==> src/srgc_regs.vh <==
// Purpose: Offsets, fields, reset values and timing of the reset and
//          general configuration register logic.
// Assumes: Byte-wide registers on the serial control bus register port.
// Notes:   Included by the top and glitch-filter design files, not the synchroniser.
//
// Overview of operation
// Full reset bit resets all logic, self-clears; the timing-line filters are cleared only by the logic-only reset, not by it
// Software then sets bridge-control bit one
// Logic-only reset spares registers, self-clears
// Logic-only reset reloads strap-loaded registers
// Logic-only reset restores listed registers' defaults
// Bit 7 enables back-channel CRC checker
// Bit 5 auto-acknowledges remote writes
// Auto-acknowledge hides remote not-acknowledge
// Bit 4 filters pulses under two clocks
// Bit 3 forwards alias-matched transactions
// Second-port select retargets bits 5 and 3
// Bit 1 enables oscillator fall-back
// Reset bit 4 resets video-input block only
// Self-clearing bit reads one during reset
`ifndef SRGC_REGS_VH
`define SRGC_REGS_VH

//----------------------------------------------------------------------
// Register offsets
//----------------------------------------------------------------------
`define SRGC_ADDR_DEVICE_ID    8'h00
`define SRGC_ADDR_RESET_CTL    8'h01
`define SRGC_ADDR_GEN_CFG      8'h03
`define SRGC_ADDR_BRIDGE_CONTROL_REG   8'h4F

//----------------------------------------------------------------------
// Field positions
//----------------------------------------------------------------------
`define SRGC_RST_LOGIC_BIT     0
`define SRGC_RST_FULL_BIT      1
`define SRGC_RST_VIDEO_BIT     4
`define SRGC_CFG_CRC_BIT       7
`define SRGC_CFG_AUTOACK_BIT   5
`define SRGC_CFG_FILTER_BIT    4
`define SRGC_CFG_PASS_BIT      3
`define SRGC_CFG_OSCSW_BIT     1
`define SRGC_CFG_WMASK         8'hBA
`define SRGC_RST_WMASK         8'h13

//----------------------------------------------------------------------
// Reset values
//----------------------------------------------------------------------
`define SRGC_GEN_CFG_RST       8'hD2
`define SRGC_RESET_CTL_RST     8'h00
`define SRGC_ID_SET_RST        1'h0

//----------------------------------------------------------------------
// Timing
//----------------------------------------------------------------------
`define SRGC_RST_PULSE_CYC     4'h4
`define SRGC_FILT_MIN_CYC      2

`endif

==> src/srgc_top.v <==
// Purpose: Reset control and general configuration registers.
// Assumes: Byte register port from the serial control bus slave.
// Notes:   Other registers of the device are held elsewhere; this block
//          drives their restore strobes.
`timescale 1ns/10ps
`include "srgc_regs.vh"
module srgc_top #(
    parameter PULSE_CYC = `SRGC_RST_PULSE_CYC  // Reset pulse length
) (
    input  wire       clk_sys_i,        // System clock, 10 MHz
    input  wire       rst_b_i,          // Async reset, active low
    input  wire       reg_wr_i,         // Register write strobe
    input  wire       reg_rd_i,         // Register read strobe
    input  wire [7:0] reg_addr_i,       // Register offset
    input  wire [7:0] reg_wdata_i,      // Write data
    input  wire [6:0] strap_id_i,       // Address strap level
    input  wire       port_sel_i,       // Second-port select
    input  wire       remote_ack_i,     // Remote acknowledge seen
    input  wire       remote_nack_i,    // Remote not-acknowledge seen
    input  wire       remote_done_i,    // Remote write finished
    input  wire       fwd_req_i,        // Local write aimed at remote
    input  wire       alias_hit_i,      // Target matches alias table
    input  wire       tmds_clk_ok_i,    // Pin: TMDS clock present
    input  wire       data_enable_in_i, // Pin: data enable
    input  wire       horizontal_sync_in_i, // Pin: horizontal sync
    input  wire       vertical_sync_in_i,   // Pin: vertical sync
    output reg  [7:0] reg_rdata_o,      // Read data
    output reg        full_rst_o,       // Full digital reset pulse
    output reg        logic_rst_o,      // Logic-only reset pulse
    output reg        video_rst_o,      // Video-input reset pulse
    output reg        restore_o,        // Restore listed defaults
    output reg        crc_en_o,         // Back-channel CRC checker on
    output reg  [1:0] auto_ack_o,       // Auto-acknowledge per port
    output reg  [1:0] pass_thru_o,      // Pass-through per port
    output reg        local_ack_o,      // Ack to local master
    output reg        local_nack_o,     // Nack to local master
    output reg        fwd_o,            // Forward to remote
    output reg        osc_sel_o,        // Clocking from internal osc
    output reg  [6:0] dev_id_o,         // Device address in use
    output reg        data_enable_o,    // Filtered data enable
    output reg        horizontal_sync_o,// Filtered horizontal sync
    output reg        vertical_sync_o   // Filtered vertical sync
);
    reg  [7:0] cfg_r;
    reg  [6:0] id_r;
    reg        id_set_r;
    reg  [6:0] strap_r;
    reg        strap_done_r;
    reg  [3:0] full_cnt_r;
    reg  [3:0] logic_cnt_r;
    reg  [3:0] video_cnt_r;
    reg  [1:0] aa_r;
    reg  [1:0] pt_r;
    wire       clk_ok_s;
    wire       de_s;
    wire       hs_s;
    wire       vs_s;
    wire       de_f;
    wire       hs_f;
    wire       vs_f;
    wire       lrst;
    wire [3:0] pulse_w;
    wire       wr_rst;
    wire       wr_cfg;
    wire       wr_id;

    assign pulse_w = PULSE_CYC[3:0];
    assign wr_rst  = reg_wr_i && reg_addr_i == `SRGC_ADDR_RESET_CTL;
    assign wr_cfg  = reg_wr_i && reg_addr_i == `SRGC_ADDR_GEN_CFG;
    assign wr_id   = reg_wr_i && reg_addr_i == `SRGC_ADDR_DEVICE_ID;
    assign lrst    = logic_cnt_r != 4'h0;

    //------------------------------------------------------------------
    // Pin synchronisers and timing-line filters
    //------------------------------------------------------------------
    srgc_sync u_sync_clk (.clk_sys_i(clk_sys_i), .rst_b_i(rst_b_i),
        .pin_i(tmds_clk_ok_i), .level_o(clk_ok_s));
    srgc_sync u_sync_de (.clk_sys_i(clk_sys_i), .rst_b_i(rst_b_i),
        .pin_i(data_enable_in_i), .level_o(de_s));
    srgc_sync u_sync_hs (.clk_sys_i(clk_sys_i), .rst_b_i(rst_b_i),
        .pin_i(horizontal_sync_in_i), .level_o(hs_s));
    srgc_sync u_sync_vs (.clk_sys_i(clk_sys_i), .rst_b_i(rst_b_i),
        .pin_i(vertical_sync_in_i), .level_o(vs_s));

    srgc_glitch u_flt_de (.clk_sys_i(clk_sys_i), .rst_b_i(rst_b_i),
        .logic_rst_i(lrst),
        .en_i(cfg_r[`SRGC_CFG_FILTER_BIT]), .sig_i(de_s),
        .sig_o(de_f));
    srgc_glitch u_flt_hs (.clk_sys_i(clk_sys_i), .rst_b_i(rst_b_i),
        .logic_rst_i(lrst),
        .en_i(cfg_r[`SRGC_CFG_FILTER_BIT]), .sig_i(hs_s),
        .sig_o(hs_f));
    srgc_glitch u_flt_vs (.clk_sys_i(clk_sys_i), .rst_b_i(rst_b_i),
        .logic_rst_i(lrst),
        .en_i(cfg_r[`SRGC_CFG_FILTER_BIT]), .sig_i(vs_s),
        .sig_o(vs_f));

    //------------------------------------------------------------------
    // Strap capture after reset release; kept for later reloads
    //------------------------------------------------------------------
    always @(posedge clk_sys_i or negedge rst_b_i) begin
        if (!rst_b_i) begin
            strap_r      <= 7'h00;
            strap_done_r <= 1'b0;
        end else if (!strap_done_r) begin
            strap_r      <= strap_id_i;
            strap_done_r <= 1'b1;
        end
    end

    //------------------------------------------------------------------
    // Self-clearing reset counters; bits read one while counting
    //------------------------------------------------------------------
    always @(posedge clk_sys_i or negedge rst_b_i) begin
        if (!rst_b_i) begin
            full_cnt_r  <= 4'h0;
            logic_cnt_r <= 4'h0;
            video_cnt_r <= 4'h0;
        end else begin
            if (wr_rst && reg_wdata_i[`SRGC_RST_FULL_BIT]) begin
                full_cnt_r <= pulse_w;
            end else if (full_cnt_r != 4'h0) begin
                full_cnt_r <= full_cnt_r - 4'h1;
            end
            if (wr_rst && reg_wdata_i[`SRGC_RST_LOGIC_BIT]) begin
                logic_cnt_r <= pulse_w;
            end else if (logic_cnt_r != 4'h0) begin
                logic_cnt_r <= logic_cnt_r - 4'h1;
            end
            if (wr_rst && reg_wdata_i[`SRGC_RST_VIDEO_BIT]) begin
                video_cnt_r <= pulse_w;
            end else if (video_cnt_r != 4'h0) begin
                video_cnt_r <= video_cnt_r - 4'h1;
            end
        end
    end

    //------------------------------------------------------------------
    // Register bank; full reset returns everything to defaults, the
    // logic-only reset touches only the address register here
    //------------------------------------------------------------------
    always @(posedge clk_sys_i or negedge rst_b_i) begin
        if (!rst_b_i) begin
            cfg_r       <= `SRGC_GEN_CFG_RST;
            id_r        <= 7'h00;
            id_set_r    <= `SRGC_ID_SET_RST;
        end else if (full_cnt_r != 4'h0) begin
            cfg_r       <= `SRGC_GEN_CFG_RST;
            id_r        <= strap_r;
            id_set_r    <= `SRGC_ID_SET_RST;
        end else if (lrst) begin
            id_r     <= strap_r;
            id_set_r <= `SRGC_ID_SET_RST;
        end else begin
            if (!strap_done_r) begin
                id_r <= strap_id_i;
            end
            if (wr_cfg) begin
                cfg_r <= (reg_wdata_i & `SRGC_CFG_WMASK);
            end
            if (wr_id) begin
                id_r     <= reg_wdata_i[7:1];
                id_set_r <= reg_wdata_i[0];
            end
        end
    end

    //------------------------------------------------------------------
    // Port steering of auto-ack and pass-through bits
    //------------------------------------------------------------------
    always @* begin
        aa_r = 2'h0;
        pt_r = 2'h0;
        aa_r[port_sel_i] = cfg_r[`SRGC_CFG_AUTOACK_BIT];
        pt_r[port_sel_i] = cfg_r[`SRGC_CFG_PASS_BIT];
    end

    //------------------------------------------------------------------
    // Registered outputs
    //------------------------------------------------------------------
    always @(posedge clk_sys_i or negedge rst_b_i) begin
        if (!rst_b_i) begin
            reg_rdata_o       <= 8'h00;
            full_rst_o        <= 1'b0;
            logic_rst_o       <= 1'b0;
            video_rst_o       <= 1'b0;
            restore_o         <= 1'b0;
            crc_en_o          <= 1'b0;
            auto_ack_o        <= 2'h0;
            pass_thru_o       <= 2'h0;
            local_ack_o       <= 1'b0;
            local_nack_o      <= 1'b0;
            fwd_o             <= 1'b0;
            osc_sel_o         <= 1'b0;
            dev_id_o          <= 7'h00;
            data_enable_o     <= 1'b0;
            horizontal_sync_o <= 1'b0;
            vertical_sync_o   <= 1'b0;
        end else begin
            if (reg_rd_i) begin
                case (reg_addr_i)
                    `SRGC_ADDR_DEVICE_ID: reg_rdata_o <= {id_r, id_set_r};
                    `SRGC_ADDR_RESET_CTL: reg_rdata_o <= {3'h0,
                        video_cnt_r != 4'h0, 2'h0,
                        full_cnt_r != 4'h0, lrst};
                    `SRGC_ADDR_GEN_CFG:   reg_rdata_o <= cfg_r;
                    default:              reg_rdata_o <= 8'h00;
                endcase
            end
            full_rst_o  <= full_cnt_r != 4'h0;
            logic_rst_o <= lrst | (full_cnt_r != 4'h0);
            video_rst_o <= video_cnt_r != 4'h0;
            restore_o   <= lrst;
            crc_en_o    <= cfg_r[`SRGC_CFG_CRC_BIT];
            auto_ack_o  <= aa_r;
            pass_thru_o <= pt_r;
            // Auto-ack answers at once and swallows any remote nack
            local_ack_o <= cfg_r[`SRGC_CFG_AUTOACK_BIT] ? fwd_req_i
                         : (remote_done_i && remote_ack_i);
            local_nack_o <= !cfg_r[`SRGC_CFG_AUTOACK_BIT]
                         && remote_done_i && remote_nack_i;
            fwd_o       <= fwd_req_i
                         && cfg_r[`SRGC_CFG_PASS_BIT] && alias_hit_i;
            osc_sel_o   <= cfg_r[`SRGC_CFG_OSCSW_BIT] && !clk_ok_s;
            dev_id_o    <= id_set_r ? id_r : strap_r;
            data_enable_o     <= de_f;
            horizontal_sync_o <= hs_f;
            vertical_sync_o   <= vs_f;
        end
    end
endmodule // srgc_top

==> src/srgc_sync.v <==
// Purpose: Three-stage synchroniser for a pin-level input.
// Assumes: Input comes from outside the clk_sys_i domain.
// Notes:   A change counts only when stages two and three agree.
`timescale 1ns/10ps
module srgc_sync (
    input  wire clk_sys_i,  // System clock
    input  wire rst_b_i,    // Async reset, active low
    input  wire pin_i,      // Asynchronous input
    output reg  level_o     // Agreed, synchronised level
);
    reg s1_r;
    reg s2_r;
    reg s3_r;

    //------------------------------------------------------------------
    // Chain; stage one is read only by stage two
    //------------------------------------------------------------------
    always @(posedge clk_sys_i or negedge rst_b_i) begin
        if (!rst_b_i) begin
            s1_r    <= 1'b0;
            s2_r    <= 1'b0;
            s3_r    <= 1'b0;
            level_o <= 1'b0;
        end else begin
            s1_r <= pin_i;
            s2_r <= s1_r;
            s3_r <= s2_r;
            if (s2_r == s3_r) begin
                level_o <= s3_r;
            end
        end
    end
endmodule // srgc_sync

==> src/srgc_glitch.v <==
// Purpose: Optional two-clock pulse filter for a video timing line.
// Assumes: Input already synchronous to clk_sys_i.
// Notes:   Adds a fixed latency of one clock when enabled.
`timescale 1ns/10ps
`include "srgc_regs.vh"
module srgc_glitch (
    input  wire clk_sys_i,  // System clock
    input  wire rst_b_i,    // Async reset, active low
    input  wire logic_rst_i,// Logic reset, clears history
    input  wire en_i,       // Filter enable
    input  wire sig_i,      // Synchronised input
    output reg  sig_o       // Filtered output
);
    reg [1:0] cnt_r;

    //------------------------------------------------------------------
    // Output follows a new level only after it holds two clocks
    //------------------------------------------------------------------
    always @(posedge clk_sys_i or negedge rst_b_i) begin
        if (!rst_b_i) begin
            cnt_r <= 2'h0;
            sig_o <= 1'b0;
        end else if (logic_rst_i) begin
            cnt_r <= 2'h0;
            sig_o <= 1'b0;
        end else if (!en_i || sig_i == sig_o) begin
            cnt_r <= 2'h0;
            sig_o <= en_i ? sig_o : sig_i;
        end else if (cnt_r == `SRGC_FILT_MIN_CYC - 1) begin
            cnt_r <= 2'h0;
            sig_o <= sig_i;
        end else begin
            cnt_r <= cnt_r + 2'h1;
        end
    end
endmodule // srgc_glitch

==> config.mk <==
export PLATFORM = sky130hd
export DESIGN_NAME = srgc_top
export DESIGN_NICKNAME = d
export VERILOG_FILES = /design/src/srgc_top.v /design/src/srgc_sync.v /design/src/srgc_glitch.v
export VERILOG_INCLUDE_DIRS = /design/src
export SDC_FILE = /design/constraint.sdc
export NUM_CORES = 1
export LEC_CHECK = 0
export BUFFER_PORTS_ARGS = -buffer_cell sky130_fd_sc_hd__buf_2
export CORE_UTILIZATION = 62
export CTS_BUF_LIST = sky130_fd_sc_hd__clkbuf_8
export CTS_CLUSTER_DIAMETER = 120
export DETAILED_ROUTE_END_ITERATION = 10
export GPL_ROUTABILITY_DRIVEN = 0
export GPL_TIMING_DRIVEN = 0
export PLACE_DENSITY = 0.95
export SYNTH_ARGS = -nofsm -noshare
export SYNTH_HDL_FRONTEND = slang
export SYNTH_HIERARCHICAL = 1
export SYNTH_SLANG_ARGS = --single-unit
==> constraint.sdc <==
create_clock -name clk_sys_i -period 3.28 [get_ports clk_sys_i]
set_input_delay 0.164 -clock clk_sys_i [delete_from_list [all_inputs] [get_ports clk_sys_i]]
set_output_delay 0.164 -clock clk_sys_i [all_outputs]
set_load 0.03 [all_outputs]
Word-level counts from Yosys, hierarchy flattened. Cells that the tools add are included.

Register bits after elaboration: 92. Bits of input ports: 37. Output and inout bits: 31. Word-level logic and storage cells: 151.

Add/sub/neg operators: 6. Order comparisons: 2. Eq/ne operators: 17. Mux-type cells: 42. Bitwise gates (word level): 3. Reductions and logical operators: 35.

Operators by type and width (count): 7-bit two-way mux (5); 4-bit two-way mux (6); 8-bit two-way mux (3); 8-bit one-hot mux with 3 select lines (1); 2-bit two-way mux (9); 1-bit two-way mux (17); 1-bit logical AND (13); 3-bit nonzero test (4); 4-bit nonzero test (3); 4-bit by 1-bit subtractor with 4-bit output (second input constant) (3); 3-bit inequality test (second input constant) (3); 8-bit by 1-bit == test with 1-bit output (second input constant) (1); 8-bit by 2-bit == test with 1-bit output (second input constant) (1); 8-bit zero test (1); 2-bit AND reduction (4); 2-bit nonzero test (4); 1-bit == test (7); 2-bit by 1-bit adder with 2-bit output (second input constant) (3); 2-bit by 1-bit == test with 1-bit output (second input constant) (3); 2-bit AND (2); 4-bit by 1-bit inequality test with 1-bit output (second input constant) (1); 1-bit zero test (3); 1-bit logical OR (3); 1-bit by 2-bit < comparator with 1-bit output (second input constant) (1); other kinds (4) (4).

Logic depth before layout (Yosys ltp).
Depth after elaboration: 5. Gate-level depth with buffers: 7. Depth with buffers taken out: 6.

Modules after synthesis. Netlist, hierarchy kept.

By module, submodules not included: srgc_top (times used 1, cells each 251, area each 2842.7 µm², seq. area each 1631.6 µm²); srgc_sync (times used 4, cells each 5, area each 111.4 µm², seq. area each 100.1 µm²); srgc_glitch (times used 3, cells each 11, area each 130.1 µm², seq. area each 75.1 µm²).

Worst setup path after synthesis. No wires, ideal clock.

Path kind: register to register. Start point: register full_cnt_r[0]. End point: register id_r[6]. Setup time: 138 ps. Arrival time: 1555 ps. Data required time: 3142 ps. Path slack: 1587 ps. Stages on the path, launching flop included: 8. Buffers on the path: 1. Period minus slack after synthesis: 1693 ps. Cells stage by stage: dfrtp_1 -> inv_1 -> ha_1 -> nor3b_2 -> nand2_1 -> buf_2 -> nand2_1 -> o221ai_1.

Cells in the longest elaborated chain, start to end: 2. Elaborated cells between the ends (all ways): 3. Classes of those cells: 1 x eq/ne; 1 x mux; 1 x reduce/logical.

RTL lines: from (decl) (line srgc_top.v:49) `reg [3:0] full_cnt_r;`; from (signal assigned) (line srgc_top.v:121) `full_cnt_r <= pulse_w;`; from (signal assigned) (line srgc_top.v:123) `full_cnt_r <= full_cnt_r - 4'h1;`; 4-bit nonzero test * (line srgc_top.v:147) `end else if (full_cnt_r != 4'h0) begin`; 4-bit by 1-bit inequality test with 1-bit output (no line) or 7-bit two-way mux (tied branches); to (signal assigned) (line srgc_top.v:149) `id_r <= strap_r;`; to (signal assigned) (line srgc_top.v:152) `id_r <= strap_r;`; to (signal assigned) (line srgc_top.v:156) `id_r <= strap_id_i;`; to (decl) (line srgc_top.v:45) `reg [6:0] id_r;`.

Every way passes the cells marked *; elsewhere a longest branch is shown, timed or not. A chain may end at the register's enable or synchronous reset.

Worst setup path in the final report.
Start point: register logic_cnt_r[0]. End point: register u_flt_de.cnt_r[1].

Cells in the longest elaborated chain, start to end: 2.

RTL lines: from (decl) (line srgc_top.v:50) `reg [3:0] logic_cnt_r;`; from (signal assigned) (line srgc_top.v:126) `logic_cnt_r <= pulse_w;`; from (signal assigned) (line srgc_top.v:128) `logic_cnt_r <= logic_cnt_r - 4'h1;`; 4-bit nonzero test (line srgc_top.v:71) `assign lrst = logic_cnt_r != 4'h0;`; named net lrst (line srgc_top.v:61) `wire lrst;`; 2-bit two-way mux (line srgc_glitch.v:23) `end else if (logic_rst_i) begin`; to (signal assigned) (line srgc_glitch.v:33) `cnt_r <= cnt_r + 2'h1;`; to (decl) (line srgc_glitch.v:14) `reg [1:0] cnt_r;`.

The timed path passes the listed nets, and every way through them passes these cells.

==> reports/metrics.yaml <==
cts:
  cts_tree: "yes"
  clock_latency_ps: 370
  cts.hold.buffers_added: 6
  cts_root_buf: "clkbuf_8"
  cts.clk_slew.worst_paths_ps: 90
  post_cts_buffers: 0
  numCtsBuffers: 9
  post_cts_resized: 0
  cts_max_path_buffers: 2
  cts_max_level: 3
  cts_sinks: 90
timing:
  holdWs_ps: 24.8
  rsz0062_at_grt: "no"
  slew_headroom_pct: 58.7
  finalSetupTns_ps: 0
  max_freq_ghz: 0.465
  setup_slack_ps: 1130
  slew_violations: 0
  worst_slew_pin_slew_ps: 616
  fin_crit_ps: 2150
  period_share_pct: 65.6
  setup_viol: 0
  skew_ps: 9.93
  hold_viol: 0
min_path:
  hold_class: "input port to flop"
  whs_path_depth: 3
  hold_start: "remote_nack_i"
floorplanning:
  coreArea_um2: 5610
  initial_core_util_pct: 65.6
  die_width_um: 79.0
  die_y_um: 79.0
  boundaryPins: 68
  rows: 27
  die_area_um2: 6240
grt:
  grt_pass1_vias: 2634
  grt_start_max_net_pins: 49
  grt_pass1_wl_um: 12400
  track_usage_pct: 26.8
  overflow: 0
  antenna_found_initial: 0
logic_synthesis:
  synthArstFlopShare_pct: 100
  synth_compound_area_share_pct: 11.0
  synth-edff-count: 0
  synthDominantCellAreaShare_pct: 58.5
  synth_top_area_cell: "dfrtp_1"
  synthXorXnorAreaFrac_pct: 1.90
  avgSynthCellArea_um2: 12.1
  syn-instance-count: 304
  synth_cell_types: 46
  ys_warn_count: 6
  synth_adder_area_share_pct: 2.93
  synth.area.top_cells: "dfrtp_1 59%, dfstp_2 2.9%, inv_1 2.8%, a21oi_1 2.4%, nor2b_1 2.2%"
  syn_nets: 346
  syn-cell-area_um2: 3680
  synth-seq-cells: 90
  yosysSeqAreaShare_pct: 61.4
  synth-simple-area-share_pct: 14.6
  synth_top_family_by_area: "simple AND/OR/NAND/NOR gates"
  synth.area.mux_share_pct: 4.05
  synthFlopType: "dfrtp_1"
routing:
  final_antenna_net_count: 0
  detail_route.wl_per_cell_um: 16.2
  firstDrtPassIters: 4
  wl_um: 7550
  initialDrtViolationCount: 226
  vias: 2669
  vias_per_cell: 5.74
  route.detailed.drc: 0
worst_setup_path:
  cp-startpoint: "logic_cnt_r[0]"
  start_kind: "flop"
  r2r_setup_slack_ps: 1130
  crit_end: "u_flt_de/cnt_r[1]"
  r2r_cells: 6
  crit_chain: "inv_1, ha_1, nor3b_2, inv_1, nor4_2, and2_1"
  crit_buf_inv: 2
  r2r-start: "logic_cnt_r[0]"
  end_kind: "flop"
  worst-setup-path-type: "flop to flop"
  crit_arrival_ps: 2460
  cpMostUsedCell: "inv_1"
  cp.depth: 6
  cp.required_ps: 3590
  critPathSlowestCell: "nor3b_2"
  cpPeakStageDelay_ps: 470
  critPathTopFamily: "simple AND/OR/NAND/NOR gates"
  path_max_fanout: 10
  rr_endpoint: "u_flt_de/cnt_r[1]"
finish:
  syn2layout_area_growth_pct: 19.8
  layout.cells.non_filler: 465
  drive_gt1_share_pct: 29.3
  nets: 430
  antennaDiodeCount: 0
placed_design:
  dp_cells: 443
  dp_hpwl_um: 5170
  dp_slack_ps: 1180
  port_buffers: 66
power:
  powerDensity_nw_per_um2: 635
  leakage_uw: 0.00216
  p_total_uw: 2800
  ir_worst_vdd_v: 0.000391
status:
  status: "complete, no violations"
job:
  cap_violations: 0
==> layout by cell type (no fill, tap or decap), types with 3 or more instances in the layout <==
| cell type | count |
|---|---|
| a22o_1 | 5 |
| clkbuf_8 | 10 |
| and2_1 | 7 |
| nor2_1 | 9 |
| mux2i_1 | 7 |
| nor2b_1 | 13 |
| nor3_1 | 3 |
| or3_1 | 3 |
| clkbuf_1 | 5 |
| dfrtp_1 | 86 |
| nor4_2 | 3 |
| xnor2_1 | 6 |
| buf_2 | 67 |
| dlygate4sd3_1 | 6 |
| dfstp_2 | 4 |
| nand3_1 | 13 |
| nand2_1 | 16 |
| maj3_2 | 4 |
| a221oi_1 | 3 |
| ha_1 | 5 |
| a21o_1 | 7 |
| mux2_2 | 7 |
| a21oi_1 | 18 |
| inv_1 | 28 |
| nand3b_1 | 3 |
| o21ai_0 | 16 |
| o221ai_1 | 7 |
==> stage by stage <==
| stage | util [%] | cell area, um2 |
|---|---|---|
| after floorplan | - | 3680 |
| after global placement | 73.1 | 4100 |
| after detailed placement | 73.5 | 4120 |
| after CTS | 78.6 | 4410 |
| after global routing | 78.6 | 4410 |
| final | 78.6 | 4410 |
==> worst min path at each step <==
stage                     end  slack (ps)
5_1_grt          local_nack_o          20
2_1_floorplan   auto_ack_o[0]        -130
4_1_cts           local_ack_o          20
3_3_place_gp   u_sync_vs/s1_r         270
3_5_place_dp   u_sync_de/s2_r         190
6_report         local_nack_o          20
==> per-layer routing <==
layer,track usage [%],routed length [um],vias to the layer above
met5,0,0,-
met4,12.5,194,0
met3,5.75,497,25
met2,43.5,3880,107
met1,34.6,2970,1309
li1,-,-,1228
==> Yosys cell counts, drive strengths merged, types with 5 or more instances <==
master / n
nand3: 14
o221ai: 7
and2: 8
nor2b: 13
mux2: 7
a21oi: 18
a22o: 6
inv: 27
clkbuf: 5
ha: 5
o21ai: 16
nor2: 10
xnor2: 6
mux2i: 7
dfrtp: 86
nand2: 16
a21o: 7
==> report_power, final <==
group          leakage (uW)  internal, uW  switching, uW  total, uW
clock network      0.000115           452            394        846
logic              0.000932           256            344        601
registers           0.00111          1250            100       1350
==> cell type report <==
class	count	area (um2)
fillers	318	1200
plain buffers	9	47.5
clock buffers	10	138
clock inverters	6	88.8
repair buffers	73	413
multi-input cells	178	1270
flip-flops and latches	90	2260
well taps	72	90.1
inverters	27	101
==> worst min-delay path, cell delays in order <==
cell and delay [ps]:
buf_2 100, nand2_1 60, nor2_1 40
==> registers in the layout (all words and copies together), names as in the netlist, 4 cells and up <==
register / count
cfg_r: 6
dev_id_o: 7
id_r: 7
logic_cnt_r: 4
full_cnt_r: 4
reg_rdata_o: 8
strap_r: 7
video_cnt_r: 4
==> cell families after synthesis <==
| logic type | count (synthesis) |
|---|---|
| muxes | 14 |
| AOI/OAI and AO/OA | 62 |
| buffers and inverters | 36 |
| adders and majority gates | 9 |
| DFF | 90 |
| and+or+nand+nor | 84 |
| other | 1 |
| xor gates and xnor gates | 8 |
Power figures use the tool's default switching activity.
